[config.mk]
export PLATFORM = sky130hd
export DESIGN_NAME = charger_status_and_switch_ctrl
export DESIGN_NICKNAME = d
export VERILOG_FILES = /design/src/hdl/chg_status_pkg.sv /design/src/hdl/charger_status_and_switch_ctrl.sv
export SDC_FILE = /design/constraint.sdc
export NUM_CORES = 1
export LEC_CHECK = 0
export BUFFER_PORTS_ARGS = -buffer_cell sky130_fd_sc_hd__buf_2
export CAP_MARGIN = 20
export CORE_MARGIN = 2
export CORE_UTILIZATION = 54
export CTS_BUF_LIST = sky130_fd_sc_hd__clkbuf_4
export CTS_CLUSTER_SIZE = 12
export DETAILED_ROUTE_END_ITERATION = 10
export GPL_ROUTABILITY_DRIVEN = 0
export GPL_TIMING_DRIVEN = 0
export PLACE_DENSITY = 0.74
export RECOVER_POWER = 100
export SKIP_LAST_GASP = 1
export SYNTH_ARGS = -nofsm -noshare
export SYNTH_HDL_FRONTEND = slang
export SYNTH_SLANG_ARGS = --single-unit
[constraint.sdc]
create_clock -name clk -period 10.75 [get_ports clk]
set_input_delay 1.075 -clock clk [delete_from_list [all_inputs] [get_ports clk]]
set_output_delay 1.075 -clock clk [all_outputs]
set_load 0.02 [all_outputs]
[src/hdl/chg_status_pkg.sv]
// Purpose: Shared constants and types for the charger status and switch control block.
// Assumes: 200 MHz core clock; register port with one-cycle read latency.
// Notes: Timing counts are derived from times in their own units.
package chg_status_pkg;

   // Clock rate in kHz, used to derive cycle counts.
   localparam int unsigned CLK_KHZ          = 200000;
   // Interrupt pulse width in microseconds.
   localparam int unsigned INT_PULSE_US     = 256;
   localparam int unsigned INT_PULSE_CYC    = INT_PULSE_US * (CLK_KHZ / 1000);
   // Half period of the 1 Hz blink, in milliseconds.
   localparam int unsigned BLINK_HALF_MS    = 500;
   localparam int unsigned BLINK_HALF_CYC   = BLINK_HALF_MS * CLK_KHZ;
   // Push-button reset hold time in seconds.
   localparam int unsigned BTN_RST_S        = 15;
   localparam longint unsigned BTN_RST_CYC  = 64'(BTN_RST_S) * 64'(CLK_KHZ) * 64'd1000;
   // Shipping-mode delay, switch reset-off time and button deglitch, in ms.
   localparam int unsigned SHIP_DLY_MS      = 10000;
   localparam longint unsigned SHIP_DLY_CYC = 64'(SHIP_DLY_MS) * 64'(CLK_KHZ);
   localparam int unsigned RST_OFF_MS       = 250;
   localparam int unsigned RST_OFF_CYC      = RST_OFF_MS * CLK_KHZ;
   localparam int unsigned DEGLITCH_MS      = 1000;
   localparam int unsigned DEGLITCH_CYC     = DEGLITCH_MS * CLK_KHZ;
   // Length of one step of the pulse protocol, in ms, and the number of steps.
   localparam int unsigned PULSE_STEP_MS    = 100;
   localparam int unsigned PULSE_STEP_CYC   = PULSE_STEP_MS * CLK_KHZ;
   localparam logic [3:0]  PULSE_STEPS_UP   = 4'h6;
   localparam logic [3:0]  PULSE_STEPS_DN   = 4'h3;

   // Register offsets.
   localparam logic [3:0] ADDR_CTRL   = 4'h0;
   localparam logic [3:0] ADDR_LIMIT  = 4'h1;
   localparam logic [3:0] ADDR_STATUS = 4'h2;
   localparam logic [3:0] ADDR_FAULT  = 4'h3;

   // Control register bit positions.
   localparam int unsigned B_STATE_DIS   = 0;
   localparam int unsigned B_SW_OFF      = 1;
   localparam int unsigned B_SW_DLY      = 2;
   localparam int unsigned B_BTN_RST_EN  = 3;
   localparam int unsigned B_PULSE_EN    = 4;
   localparam int unsigned B_PULSE_UP    = 5;
   localparam int unsigned B_PULSE_DN    = 6;
   localparam int unsigned B_PIN_LIM_EN  = 7;
   localparam int unsigned B_REG_RESET   = 8;
   localparam logic [15:0] CTRL_RESET    = 16'h0088;

   // Input limit field and the fixed low limit used while pulsing (100 mA, 50 mA steps).
   localparam logic [5:0] LIMIT_RESET    = 6'h08;
   localparam logic [5:0] LIMIT_100MA    = 6'h01;
   localparam logic [2:0] THERMAL_REG_THRESHOLD_RESET     = 3'h3;

   // Charge fault field codes.
   localparam logic [1:0] CF_NONE  = 2'h0;
   localparam logic [1:0] CF_INOV  = 2'h1;
   localparam logic [1:0] CF_SHUT  = 2'h2;
   localparam logic [1:0] CF_TIMER = 2'h3;

   // Live conditions coming from the analog side.
   typedef struct packed {
      logic       in_uvlo_ok;
      logic       in_above_bat;
      logic       in_overvoltage;
      logic       poor_source;
      logic       charging;
      logic       charge_done;
      logic       sleep;
      logic       charge_dis;
      logic       sys_ov;
      logic       timer_fault;
      logic       boost_mode;
      logic       thermal_reg;
      logic       thermal_shut;
      logic       source_id;
      logic [2:0] thermistor_fault;
   } chg_cond_t;

   // Fault register image.
   typedef struct packed {
      logic [1:0] charge_fault_field;
      logic       boost_fault;
      logic       bat_fault;
      logic [2:0] thermistor_fault_field;
   } fault_img_t;

   // Switch sequencer states.
   typedef enum logic [4:0] {
      SW_ON   = 5'h01,
      SW_WAIT = 5'h02,
      SW_SHIP = 5'h04,
      SW_ROFF = 5'h08,
      SW_HOT  = 5'h10
   } sw_state_t;

endpackage : chg_status_pkg

[src/hdl/charger_status_and_switch_ctrl.sv]
// Purpose: Status pins, fault latch, interrupt pulse, battery switch and pulse protocol.
// Assumes: Analog conditions arrive asynchronously and are synchronised here.
// Notes: Long counts other than the interrupt pulse are top-level parameters so simulation can shorten them.
//
// Functional notes
// Power good low only for good input.
// Status pin low while charging.
// Status pin released when done, asleep, disabled.
// Status pin blinks 1 Hz on suspend faults.
// Status pin disable bit stops driving it.
// 256 us interrupt pulse on listed events.
// Faults latch until fault register read.
// No new fault interrupts until read and clear.
// First read latched, second read present.
// Thermistor fault field always live.
// Switch-off bit opens switch, now or delayed.
// Shipping mode exit events re-close switch.
// Long button press resets system power.
// Host sets enable, then one request bit.
// Request bit busy, limit alternates with 100mA.
// Sequence end restores limit, clears request.
// Enable cleared aborts and restores at once.
// Request writes ignored while enable low.
// Pin limit applies smaller limit when enabled.
// Thermal regulation flag, halved timer, no termination.
// Thermal shutdown in buck: off, fault 10.
// Thermal shutdown in boost opens the switch.
// Input overvoltage: stop switching, fault 01.
// Blink uses even duty from divided clock.
//
// Added by the designer: the strobed register port and the register offsets.
`timescale 1ns/10ps
module charger_status_and_switch_ctrl
   import chg_status_pkg::*;
#(
   parameter int unsigned BLINK_CYC   = BLINK_HALF_CYC,
   parameter longint unsigned HOLD_CYC = BTN_RST_CYC,
   parameter longint unsigned SHIP_CYC = SHIP_DLY_CYC,
   parameter int unsigned ROFF_CYC    = RST_OFF_CYC,
   parameter int unsigned DGL_CYC     = DEGLITCH_CYC,
   parameter int unsigned STEP_CYC    = PULSE_STEP_CYC
)
(
   // Clock and reset.
   input  wire logic        clk,
   input  wire logic        reset_n,
   // Register port.
   input  wire logic [3:0]  addr,
   input  wire logic [15:0] wdata,
   input  wire logic        wr,
   input  wire logic        rd,
   output logic      [15:0] rdata,
   // Analog conditions and pins.
   input  wire chg_cond_t   cond_async,
   input  wire logic        push_button_in,
   input  wire logic [5:0]  limit_resistor_pin,
   // Status outputs; open-drain pins are output plus enable.
   output logic             input_good_out_n,
   output logic             state_pin_out,
   output logic             state_pin_oe,
   output logic             int_pulse_n,
   // Power-stage controls.
   output logic             battery_switch,
   output logic             converter_on,
   output logic [5:0]       optimized_input_limit,
   output logic             thermal_reg_flag,
   output logic             timer_half_rate,
   output logic             termination_en
);

   logic          rst_s1_ff, rst_s2_ff;            // Reset release synchroniser.
   chg_cond_t     c_s1_ff, c_ff;                   // Condition synchroniser.
   logic          b_s1_ff, b_ff;                   // Button synchroniser.
   logic          rst_n;                           // Internal reset.
   chg_cond_t     c_d_ff;                          // Previous conditions, for edges.
   logic [15:0]   ctrl_ff, nxt_ctrl;               // Control bits.
   logic [5:0]    input_limit_setting_ff;          // Programmed input limit.
   logic [2:0]    thermal_reg_threshold_ff;        // Regulation threshold code.
   fault_img_t    fault_ff;                        // Latched fault image.
   logic          read_once_ff;                    // Fault register read since latch.
   logic [15:0]   rdata_ff;                        // Read data register.
   logic [31:0]   blink_cnt_ff;                    // Blink divider.
   logic          blink_ff;                        // Blink phase.
   logic [15:0]   int_cnt_ff;                      // Interrupt pulse timer.
   sw_state_t     sw_ff, nxt_sw;                   // Switch sequencer.
   logic [63:0]   sw_cnt_ff;                       // Switch sequencer timer.
   logic [63:0]   hold_cnt_ff;                     // Button low time.
   logic          btn_dgl_ff;                      // Deglitched button level.
   logic [31:0]   dgl_cnt_ff;                      // Deglitch counter.
   logic [31:0]   step_cnt_ff;                     // Pulse step timer.
   logic [3:0]    step_num_ff;                     // Pulse steps left.
   logic          pulse_low_ff;                    // Limit forced to 100 mA.

   // Reset released through two flip-flops.
   always_ff @(posedge clk or negedge reset_n)
   begin
      if (!reset_n) begin rst_s1_ff <= 1'b0; rst_s2_ff <= 1'b0; end
      else          begin rst_s1_ff <= 1'b1; rst_s2_ff <= rst_s1_ff; end
   end
   assign rst_n = rst_s2_ff;

   // Asynchronous inputs pass two flip-flops before use.
   always_ff @(posedge clk or negedge rst_n)
   begin
      if (!rst_n)
      begin
         c_s1_ff <= '0; c_ff <= '0; c_d_ff <= '0; b_s1_ff <= 1'b1; b_ff <= 1'b1;
      end
      else
      begin
         c_s1_ff <= cond_async; c_ff <= c_s1_ff; c_d_ff <= c_ff;
         b_s1_ff <= push_button_in; b_ff <= b_s1_ff;
      end
   end

   // Decodes and live conditions.
   wire wr_ctrl   = wr && (addr == ADDR_CTRL);
   wire wr_limit  = wr && (addr == ADDR_LIMIT);
   wire rd_fault  = rd && (addr == ADDR_FAULT);
   wire good_in   = c_ff.in_uvlo_ok && c_ff.in_above_bat &&
                    !c_ff.in_overvoltage && !c_ff.poor_source;
   wire good_in_d = c_d_ff.in_uvlo_ok && c_d_ff.in_above_bat &&
                    !c_d_ff.in_overvoltage && !c_d_ff.poor_source;
   wire therm_live = |c_ff.thermistor_fault;
   wire suspend   = c_ff.in_overvoltage || c_ff.sys_ov || therm_live ||
                    c_ff.timer_fault;
   wire shut_buck = c_ff.thermal_shut && !c_ff.boost_mode;
   wire shut_boost = c_ff.thermal_shut && c_ff.boost_mode;

   // Present fault state, thermistor part always live.
   fault_img_t live_fault;
   assign live_fault.charge_fault_field = c_ff.in_overvoltage ? CF_INOV :
                                          shut_buck ? CF_SHUT :
                                          c_ff.timer_fault ? CF_TIMER : CF_NONE;
   assign live_fault.boost_fault = 1'b0;
   assign live_fault.bat_fault   = 1'b0;
   assign live_fault.thermistor_fault_field = c_ff.thermistor_fault;
   wire new_fault = (live_fault.charge_fault_field != CF_NONE) || therm_live;
   wire latched_any = (fault_ff.charge_fault_field != CF_NONE) ||
                      (fault_ff.thermistor_fault_field != 3'h0);
   // A fault interrupt is allowed only once the latch is read and empty.
   wire fault_arm  = !latched_any;
   wire fault_evt  = new_fault && fault_arm;
   wire other_evt  = (c_ff.source_id && !c_d_ff.source_id) ||
                     (good_in != good_in_d) ||
                     (c_ff.charge_done && !c_d_ff.charge_done);

   // Fault latch: a fault sticks until a read; the read shows the latched image,
   // and afterwards the live state is captured so a second read shows it.
   always_ff @(posedge clk or negedge rst_n)
   begin
      if (!rst_n) fault_ff <= '0;
      else if (rd_fault)
         fault_ff <= live_fault;
      else if (new_fault && !latched_any)
         fault_ff <= live_fault;
   end

   // Read data: the fault register returns the latched image, thermistor live.
   wire [15:0] rd_mux = (addr == ADDR_CTRL)   ? ctrl_ff :
                        (addr == ADDR_LIMIT)  ? {7'h00, thermal_reg_threshold_ff,
                                                 input_limit_setting_ff} :
                        (addr == ADDR_STATUS) ? {12'h000, thermal_reg_flag, good_in,
                                                 c_ff.charging, c_ff.charge_done} :
                        (addr == ADDR_FAULT)  ? {9'h000, fault_ff.charge_fault_field,
                                                 fault_ff.boost_fault, fault_ff.bat_fault,
                                                 c_ff.thermistor_fault} :
                        16'h0000;
   always_ff @(posedge clk or negedge rst_n)
   begin
      if (!rst_n) rdata_ff <= 16'h0000;
      else        rdata_ff <= rd ? rd_mux : 16'h0000;
   end
   assign rdata = rdata_ff;

   // Control writes. Request bits only accepted while enabled; the sequencer
   // clears them when done or aborted. Register reset returns defaults.
   wire pulse_end = (step_num_ff == 4'h0) && (step_cnt_ff == 32'h0) &&
                    (ctrl_ff[B_PULSE_UP] || ctrl_ff[B_PULSE_DN]);
   always_comb
   begin
      nxt_ctrl = ctrl_ff;
      if (wr_ctrl)
      begin
         nxt_ctrl = {wdata[15:7], ctrl_ff[B_PULSE_DN:B_PULSE_UP], wdata[4:0]};
         if (wdata[B_PULSE_EN] && ctrl_ff[B_PULSE_EN] && !ctrl_ff[B_PULSE_UP] &&
             !ctrl_ff[B_PULSE_DN] && (wdata[B_PULSE_UP] != wdata[B_PULSE_DN]))
            nxt_ctrl[B_PULSE_DN:B_PULSE_UP] = wdata[B_PULSE_DN:B_PULSE_UP];
         nxt_ctrl[B_REG_RESET] = 1'b0;
         if (wdata[B_REG_RESET]) nxt_ctrl = CTRL_RESET;
      end
      if (!nxt_ctrl[B_PULSE_EN] || pulse_end)
         nxt_ctrl[B_PULSE_DN:B_PULSE_UP] = 2'b00;
      // A wake event also drops the off request, else shipping mode re-enters at once.
      if ((sw_ff == SW_SHIP) && (nxt_sw == SW_ON)) nxt_ctrl[B_SW_OFF] = 1'b0;
   end
   always_ff @(posedge clk or negedge rst_n)
   begin
      if (!rst_n) ctrl_ff <= CTRL_RESET;
      else        ctrl_ff <= nxt_ctrl;
   end
   always_ff @(posedge clk or negedge rst_n)
   begin
      if (!rst_n)
      begin
         input_limit_setting_ff   <= LIMIT_RESET;
         thermal_reg_threshold_ff <= THERMAL_REG_THRESHOLD_RESET;
      end
      else if (wr_limit)
      begin
         input_limit_setting_ff   <= wdata[5:0];
         thermal_reg_threshold_ff <= wdata[8:6];
      end
   end

   // Pulse sequencer: alternates the limit each step while a request is set.
   wire busy = ctrl_ff[B_PULSE_UP] || ctrl_ff[B_PULSE_DN];
   always_ff @(posedge clk or negedge rst_n)
   begin
      if (!rst_n)
      begin
         step_cnt_ff <= 32'h0; step_num_ff <= 4'h0; pulse_low_ff <= 1'b0;
      end
      else if (!busy || !ctrl_ff[B_PULSE_EN])
      begin
         // Idle or aborted: the next start loads a full sequence.
         step_cnt_ff  <= STEP_CYC - 1;
         step_num_ff  <= nxt_ctrl[B_PULSE_UP] ? PULSE_STEPS_UP : PULSE_STEPS_DN;
         pulse_low_ff <= 1'b0;
      end
      else if (step_cnt_ff != 32'h0) step_cnt_ff <= step_cnt_ff - 32'h1;
      else if (step_num_ff != 4'h0)
      begin
         step_cnt_ff  <= STEP_CYC - 1;
         step_num_ff  <= step_num_ff - 4'h1;
         pulse_low_ff <= !pulse_low_ff;
      end
   end

   // Effective limit: smaller of pin and register when pin limiting is on.
   wire [5:0] prog_lim = (ctrl_ff[B_PIN_LIM_EN] && (limit_resistor_pin < input_limit_setting_ff))
                         ? limit_resistor_pin : input_limit_setting_ff;
   always_ff @(posedge clk or negedge rst_n)
   begin
      if (!rst_n) optimized_input_limit <= LIMIT_RESET;
      else        optimized_input_limit <= (busy && pulse_low_ff) ? LIMIT_100MA : prog_lim;
   end

   // Thermal regulation effects and converter control.
   always_ff @(posedge clk or negedge rst_n)
   begin
      if (!rst_n)
      begin
         thermal_reg_flag <= 1'b0; timer_half_rate <= 1'b0;
         termination_en <= 1'b1; converter_on <= 1'b0;
      end
      else
      begin
         thermal_reg_flag <= c_ff.thermal_reg;
         timer_half_rate  <= c_ff.thermal_reg;
         termination_en   <= !c_ff.thermal_reg;
         converter_on     <= !shut_buck && !c_ff.in_overvoltage && !c_ff.sys_ov;
      end
   end

   // Interrupt pulse timer; a new event restarts the 256 us low pulse.
   always_ff @(posedge clk or negedge rst_n)
   begin
      if (!rst_n) int_cnt_ff <= 16'h0;
      else if (fault_evt || other_evt) int_cnt_ff <= 16'(INT_PULSE_CYC);
      else if (int_cnt_ff != 16'h0)   int_cnt_ff <= int_cnt_ff - 16'h1;
   end
   assign int_pulse_n = (int_cnt_ff == 16'h0);

   // Blink divider, even duty, only runs while needed.
   always_ff @(posedge clk or negedge rst_n)
   begin
      if (!rst_n) begin blink_cnt_ff <= 32'h0; blink_ff <= 1'b0; end
      else if (!suspend) begin blink_cnt_ff <= 32'h0; blink_ff <= 1'b0; end
      else if (blink_cnt_ff == BLINK_CYC - 1)
      begin
         blink_cnt_ff <= 32'h0; blink_ff <= !blink_ff;
      end
      else blink_cnt_ff <= blink_cnt_ff + 32'h1;
   end

   // Status pins, registered. Low means the enable is on and the output is zero.
   always_ff @(posedge clk or negedge rst_n)
   begin
      if (!rst_n) begin state_pin_oe <= 1'b0; input_good_out_n <= 1'b1; end
      else
      begin
         input_good_out_n <= !good_in;
         if (ctrl_ff[B_STATE_DIS])          state_pin_oe <= 1'b0;
         else if (suspend)                  state_pin_oe <= blink_ff;
         else if (c_ff.charging)            state_pin_oe <= 1'b1;
         else                               state_pin_oe <= 1'b0;
      end
   end
   assign state_pin_out = 1'b0;

   // Button deglitch and hold timer.
   always_ff @(posedge clk or negedge rst_n)
   begin
      if (!rst_n) begin btn_dgl_ff <= 1'b1; dgl_cnt_ff <= 32'h0; hold_cnt_ff <= 64'h0; end
      else
      begin
         if (b_ff == btn_dgl_ff) dgl_cnt_ff <= 32'h0;
         else if (dgl_cnt_ff == DGL_CYC - 1) begin btn_dgl_ff <= b_ff; dgl_cnt_ff <= 32'h0; end
         else dgl_cnt_ff <= dgl_cnt_ff + 32'h1;
         if (b_ff || good_in || sw_ff != SW_ON) hold_cnt_ff <= 64'h0;
         else if (hold_cnt_ff != HOLD_CYC) hold_cnt_ff <= hold_cnt_ff + 64'h1;
      end
   end
   wire btn_fall = btn_dgl_ff && !b_ff && (dgl_cnt_ff == DGL_CYC - 1);

   // Switch sequencer.
   always_comb
   begin
      nxt_sw = sw_ff;
      case (sw_ff)
         SW_ON:
            if (shut_buck || shut_boost) nxt_sw = (shut_boost ? SW_HOT : SW_ROFF);
            else if (ctrl_ff[B_SW_OFF]) nxt_sw = ctrl_ff[B_SW_DLY] ? SW_WAIT : SW_SHIP;
            else if (ctrl_ff[B_BTN_RST_EN] && hold_cnt_ff == HOLD_CYC - 1)
               nxt_sw = SW_ROFF;
         SW_WAIT:
            if (!ctrl_ff[B_SW_OFF]) nxt_sw = SW_ON;
            else if (sw_cnt_ff == SHIP_CYC - 1) nxt_sw = SW_SHIP;
         SW_SHIP, SW_HOT:
            if (good_in || !ctrl_ff[B_SW_OFF] && sw_ff == SW_SHIP || btn_fall ||
                (sw_ff == SW_HOT && !c_ff.thermal_shut && wr_ctrl && wdata[B_REG_RESET]))
               nxt_sw = SW_ON;
         SW_ROFF:
            if (!shut_buck && sw_cnt_ff >= ROFF_CYC - 1) nxt_sw = SW_ON;
         default: nxt_sw = SW_ON;
      endcase
   end
   always_ff @(posedge clk or negedge rst_n)
   begin
      if (!rst_n) begin sw_ff <= SW_ON; sw_cnt_ff <= 64'h0; end
      else
      begin
         sw_ff     <= nxt_sw;
         sw_cnt_ff <= (nxt_sw != sw_ff) ? 64'h0 : sw_cnt_ff + 64'h1;
      end
   end
   assign battery_switch = (sw_ff == SW_ON) || (sw_ff == SW_WAIT);

   // Assertions.
   property p_pg; @(posedge clk) disable iff (!rst_n)
      !good_in |=> input_good_out_n; endproperty
   a_pg: assert property (p_pg) else $error("power good low with bad input");
   property p_chg; @(posedge clk) disable iff (!rst_n)
      c_ff.charging && !suspend && !ctrl_ff[B_STATE_DIS] |=> state_pin_oe; endproperty
   a_chg: assert property (p_chg) else $error("status not low while charging");
   property p_dis; @(posedge clk) disable iff (!rst_n)
      ctrl_ff[B_STATE_DIS] |=> !state_pin_oe; endproperty
   a_dis: assert property (p_dis) else $error("status pin driven while disabled");
   property p_int; @(posedge clk) disable iff (!rst_n)
      $fell(int_pulse_n) |-> !int_pulse_n [*8]; endproperty
   a_int: assert property (p_int) else $error("interrupt pulse too short");
   property p_lim; @(posedge clk) disable iff (!rst_n)
      !busy |=> optimized_input_limit == $past(prog_lim); endproperty
   a_lim: assert property (p_lim) else $error("limit not restored");
   property p_ign; @(posedge clk) disable iff (!rst_n)
      !ctrl_ff[B_PULSE_EN] |=> !busy; endproperty
   a_ign: assert property (p_ign) else $error("request taken while disabled");
   property p_therm; @(posedge clk) disable iff (!rst_n)
      c_ff.thermal_reg |=> thermal_reg_flag && timer_half_rate && !termination_en; endproperty
   a_therm: assert property (p_therm) else $error("thermal regulation effects missing");
   property p_ov; @(posedge clk) disable iff (!rst_n)
      c_ff.in_overvoltage |=> !converter_on; endproperty
   a_ov: assert property (p_ov) else $error("converter on during overvoltage");
   property p_ship; @(posedge clk) disable iff (!rst_n)
      sw_ff == SW_ON && ctrl_ff[B_SW_OFF] && !ctrl_ff[B_SW_DLY] && !c_ff.thermal_shut
      |=> !battery_switch; endproperty
   a_ship: assert property (p_ship) else $error("switch not opened");
   c_blink: cover property (@(posedge clk) disable iff (!rst_n) $rose(blink_ff));
   c_pulse: cover property (@(posedge clk) disable iff (!rst_n) pulse_end);
   c_rst:   cover property (@(posedge clk) disable iff (!rst_n) sw_ff == SW_ROFF);

endmodule : charger_status_and_switch_ctrl

**Yosys cells after proc, flatten, opt, wreduce, memory -nomap -nowiden**

Cells that the tools add are included.

- Word-level logic and storage cells: 242
- Bits of input ports: 48
- Output and inout bits: 31
- Register bits: 351

- Bitwise operators: 1
- $lt $le $gt $ge: 2
- Reductions and logical operators: 96
- Multiplexer cells: 51
- $add $sub $neg: 7
- Eq/ne operators: 21

Operators with widths:

| cell | count |
|---|---|
| 32-bit 2-to-1 mux | 7 |
| 64-bit 2-to-1 mux | 3 |
| 64-bit by 1-bit adder with 64-bit output (second input constant) | 2 |
| 16-bit 2-to-1 mux | 5 |
| 32-bit by 1-bit adder with 32-bit output (second input constant) | 2 |
| 64-bit by 31-bit == test with 1-bit output (second input constant) | 1 |
| 64-bit by 32-bit == test with 1-bit output (second input constant) | 1 |
| 64-bit by 26-bit >= comparator with 1-bit output (second input constant) | 1 |
| 64-bit by 32-bit != test with 1-bit output (second input constant) | 1 |
| 5-bit 2-to-1 mux | 8 |
| 7-bit 2-to-1 mux | 5 |
| 1-bit logical AND | 33 |
| 32-bit by 27-bit == test with 1-bit output (second input constant) | 1 |
| 32-bit by 28-bit == test with 1-bit output (second input constant) | 1 |
| 32-bit zero test | 1 |
| 32-bit nonzero test | 1 |
| 32-bit by 1-bit subtractor with 32-bit output (second input constant) | 1 |
| 1-bit zero test | 22 |
| 5-bit case mux with 4 select lines | 1 |
| 1-bit logical OR | 18 |
| 16-bit zero test | 1 |
| 16-bit nonzero test | 1 |
| 2-bit nonzero test | 8 |
| 16-bit by 1-bit subtractor with 16-bit output (second input constant) | 1 |
| other kinds (28) | 52 |

**Depth between registers and ports, before layout**

- Depth in word-level cells: 12
- Mapped depth: 11

**Worst setup path after synthesis**

Ideal clock, no wire load.

- Path kind: reg-to-output
- Start: reg int_cnt_ff[6]
- End: out int_pulse_n
- Cell stages (with the launch flop): 6
- Arrival time: 2162 ps
- Data required time: 9675 ps
- Setup slack: 7513 ps
- Buffers on the path: 1
- Path through: dfrtp_1 > or4_1 > or4b_1 > or2_2 > clkbuf_1 > inv_1

- Longest elaborated chain between the ends: 1

Ends and longest elaborated chain:

| element | RTL line | text |
|---|---|---|
| start, declared | charger_status_and_switch_ctrl.sv:84 | `logic [15:0] int_cnt_ff;` |
| start signal, assigned | charger_status_and_switch_ctrl.sv:270 | `else if (fault_evt \|\| other_evt) int_cnt_ff <= 16'(INT_PULSE_CYC);` |
| start signal, assigned | charger_status_and_switch_ctrl.sv:271 | `else if (int_cnt_ff != 16'h0) int_cnt_ff <= int_cnt_ff - 16'h1;` |
| 16-bit zero test | charger_status_and_switch_ctrl.sv:273 | `assign int_pulse_n = (int_cnt_ff == 16'h0);` |
| end, declared | charger_status_and_switch_ctrl.sv:61 | `output logic int_pulse_n,` |

Every way passes these cells.

==> impl_results.md <==
- Hold WC Path Type: in -> async
- Setup slack, reg-to-reg: 4.88 ns
- Maximum vdd drop: 0.0001335 V
- Critical Path Source Type: flop
- DPL Wire Length: 26980 um
- Commonest cells after routing, fill and taps aside: dfrtp_1 (336), nor2_1 (247), clkbuf_4 (143)
- Final non-filler cell area: 18830 sq um
- Die W: 182.4 um
- Synth Flop Type: dfrtp_1
- Synth top area cells: dfrtp_1 (49%), xor2_1 (5.9%), nor2_1 (5.4%), xnor2_1 (5.4%), nor4_2 (4.5%)
- Post-synthesis instance total: 1694
- Hold Violations, Final: 0
- CTS root buf: clkbuf_4
- Core area: 31470 sq um
- CP max stage delay: 2.56 ns
- Setup Fix Bufs, Post-CTS: 0
- Leak pwr: 7.767 nW
- Num CTS Buffers: 93
- # IOs: 79
- Clock network fraction of design power: 35.7%
- DR iter-0 viols: 752
- Total Wirelength: 38450 um
- Violated checks: capacitance limit, slew limit
- Sequential share of power: 45.9%
- Crit Path Max Fanout: 67
- Cell mode on critical path: clkbuf_1
- CP required: 11.06 ns
- Skew final: 0.04330 ns
- Min cycle time layout: 5.867 ns
- TritonRoute pass-1 iters: 6
- Crit Path Category: reg -> async
- Outcome: finished, violations left
- Maxcap violations: 7
- All-Layer GR Usage: 23.59%
- Die area: 33260 sq um
- Layout cell share with drive strength beyond 1: 13.03%
- Logic pwr share: 18.5%
- Reg2reg start: rst_n$_DFF_PN0_
- Share of the synthesized area in the top cell type: 48.94%
- Drc violations: 0
- Most common cell after layout, fill and taps aside: dfrtp_1
- Int Power: 2.189 mW
- Post-synth EDFFs: 0
- Vias per cell: 5.707
- Initial core utilization: 54.59%
- Dpl cell area: 18220 sq um
- Compound-Gate Fraction of Synth Area: 3.583%
- Post-Syn Area per Cell: 10.14 sq um
- CP Capture Type: asynchronous set/reset pin
- Slowest library cell on the worst path: clkbuf_1
- Post-synthesis sequential element count: 348
- Delay-heaviest family, CP: buffers and inverters
- Clock sinks: 348
- Post-Synth Simple-Gate Area: 28.59%
- Switch share: 31.81%
- Synthesized area: 17180 sq um
- Total power: 3.211 mW
- Cts repair resizes: 0
- Final Max Tran Viols: 344
- Yosys cell types: 62
- Via count: 13380
- Clock buffer depth: 3
- DIE HEIGHT: 182.4 um
- Row count: 65
- Fmax: 0.1704 GHz
- Final ANT Viol Nets: 0
- Pwr per Cell Area: 170.5 nW/um^2
- Unrepaired setup endpoints after global routing: no
- Register area share after synthesis: 50.77%
- Ys async rst share: 100.0%
- Final worst path period share: 54.58%
- Fillers: 2715
- Wire per inst: 16.40 um
- Final nets: 1932
- Port buffer count: 73
- Vias in the first global route: 13310
- First-pass GRT wire length: 64440 um
- CTS tree: done
- Slew @ Worst Pin: 3.542 ns
- Post-Synth XOR/XNOR Area: 11.21%
- Clk slew on worst S/H paths: 0.06 ns
- Final setup TNS: 0 ns
- WP buf/inv: 2
- Cell accounting for the most synthesized area: dfrtp_1
- Largest net degree at the start of global routing: 68
- Area grow syn2layout: 9.613%
- Post-Synth Adder-Cell Area: 1.020%
- # setup viols final: 0
- R2r endpoint: blink_cnt_ff[19]$_DFF_PN0_
- Slew Limit Headroom: -136.1%
- Clk Latency, worst-skew pair: 0.75 ns
- Largest family of logic cells by synthesized area: simple AND/OR/NAND/NOR gates
- Initial antenna violation count: 2
- GR Overflow Total: 0
- Synth Net Count: 1756
- H-tree depth: 3
- Hold Buf Count CTS: 0
- Post-synthesis mux area share: 1.689%
- Worst path arrival time: 6.18 ns
- Crit-path cells: clkbuf_1 -> clkbuf_1
- Reg2Reg Depth: 2
- Psw: 1.021 mW
- Warnings from Yosys: 0
## final cells by class
cell class,count,area [sq um],share of cell area (%)
multi-input combinational,1234,7599,40.35
buffer,61,291.5,1.548
inverter,51,191.4,1.016
antenna,1,2.502,0.01329
timing repair buffer,81,355.3,1.887
sequential,348,8723,46.32
tap,402,503.0,2.671
clock inverter,23,93.84,0.4983
clock buffer,143,1074,5.700
## kinds of logic (layout without fill, tap and decap cells)
logic type | count (synthesis) | count (layout)
muxes | 26 | 26
buffers and inverters | 112 | 359
xor gates and xnor gates | 220 | 220
other | 2 | 3
and+or+nand+nor | 875 | 875
AOI/OAI and AO/OA | 97 | 97
adders and majority gates | 14 | 14
DFF | 348 | 348
## worst max-delay path by stage
| stage | startpoint | depth (start not counted) | end | slack [ns] |
|---|---|---|---|---|
| after floorplan | rst_n$_DFF_PN0_ | 0 | blink_cnt_ff[0]$_DFF_PN0_ | 0.35 |
| after global placement | rst_n$_DFF_PN0_ | 0 | hold_cnt_ff[39]$_DFFE_PN0P_ | -3.28 |
| after detailed placement | addr[3] | 8 | sw_cnt_ff[14]$_DFF_PN0_ | 6.78 |
| after CTS | int_cnt_ff[6]$_DFFE_PN0P_ | 6 | int_pulse_n | 6.50 |
| after global routing | rst_n$_DFF_PN0_ | 2 | blink_cnt_ff[19]$_DFF_PN0_ | 3.60 |
| final | rst_n$_DFF_PN0_ | 2 | blink_cnt_ff[19]$_DFF_PN0_ | 4.88 |
## power groups by stage
stage | combinational [mW] | sequential, mW | clock, mW
after floorplan | 0.518 | 1.50 | 0
after global placement | 0.657 | 1.51 | 0
after detailed placement | 0.706 | 1.50 | 0
after CTS | 0.710 | 1.47 | 1.18
after global routing | 0.657 | 1.48 | 1.25
final | 0.593 | 1.47 | 1.15
## synth_stat cells, drive strengths merged (3+ instances only)
cell,n
a211oi,4
a21oi,26
a31oi,7
a41oi,3
and2,5
and3,35
and4,18
buf,19
clkbuf,42
dfrtp,336
dfstp,12
ha,14
inv,51
mux2,14
mux2i,12
nand2,125
nand2b,20
nand3,94
nand3b,3
nand4,55
nand4b,5
nor2,248
nor2b,10
nor3,62
nor3b,5
nor4,127
nor4b,10
nor4bb,7
o211ai,3
o21ai,33
o31ai,4
o41ai,3
or2,3
or3,22
or3b,3
or4,15
xnor2,105
xor2,115
## metrics by stage
step / hold slack, ns / instances / util [%] / worst slack, ns
after global placement: 0.3331 / 2169 / 57.35 / -3.283
after CTS: 0.07077 / 2342 / 61.59 / 6.500
after global routing: 0.05544 / 2344 / 59.84 / 3.597
after detailed placement: 0.2689 / 2176 / 57.88 / 6.780
final: 0.1234 / 2344 / 59.84 / 4.883
after floorplan: 0.3312 / 1694 / - / 0.3539
## sequential cells by signal, indices dropped and copies added (netlist names), 3 cells and up
register,flops
blink_cnt_ff,32
c_d_ff,6
c_ff,15
c_s1_ff,15
ctrl_ff,15
dgl_cnt_ff,32
fault_ff,5
hold_cnt_ff,64
input_limit_setting_ff,6
int_cnt_ff,16
optimized_input_limit,6
rdata,16
step_cnt_ff,32
step_num_ff,4
sw_cnt_ff,64
sw_ff,5
thermal_reg_threshold_ff,3
## metal layers
metal	share of wire, %	global-route usage, %	up-vias
met5	0.031	0	-
met4	2.0	7.774	2
met3	5.0	4.949	84
met2	48	38.23	381
met1	45	31.93	6521
li1	-	-	6390
No activity file was read; power rests on OpenSTA's default activity.
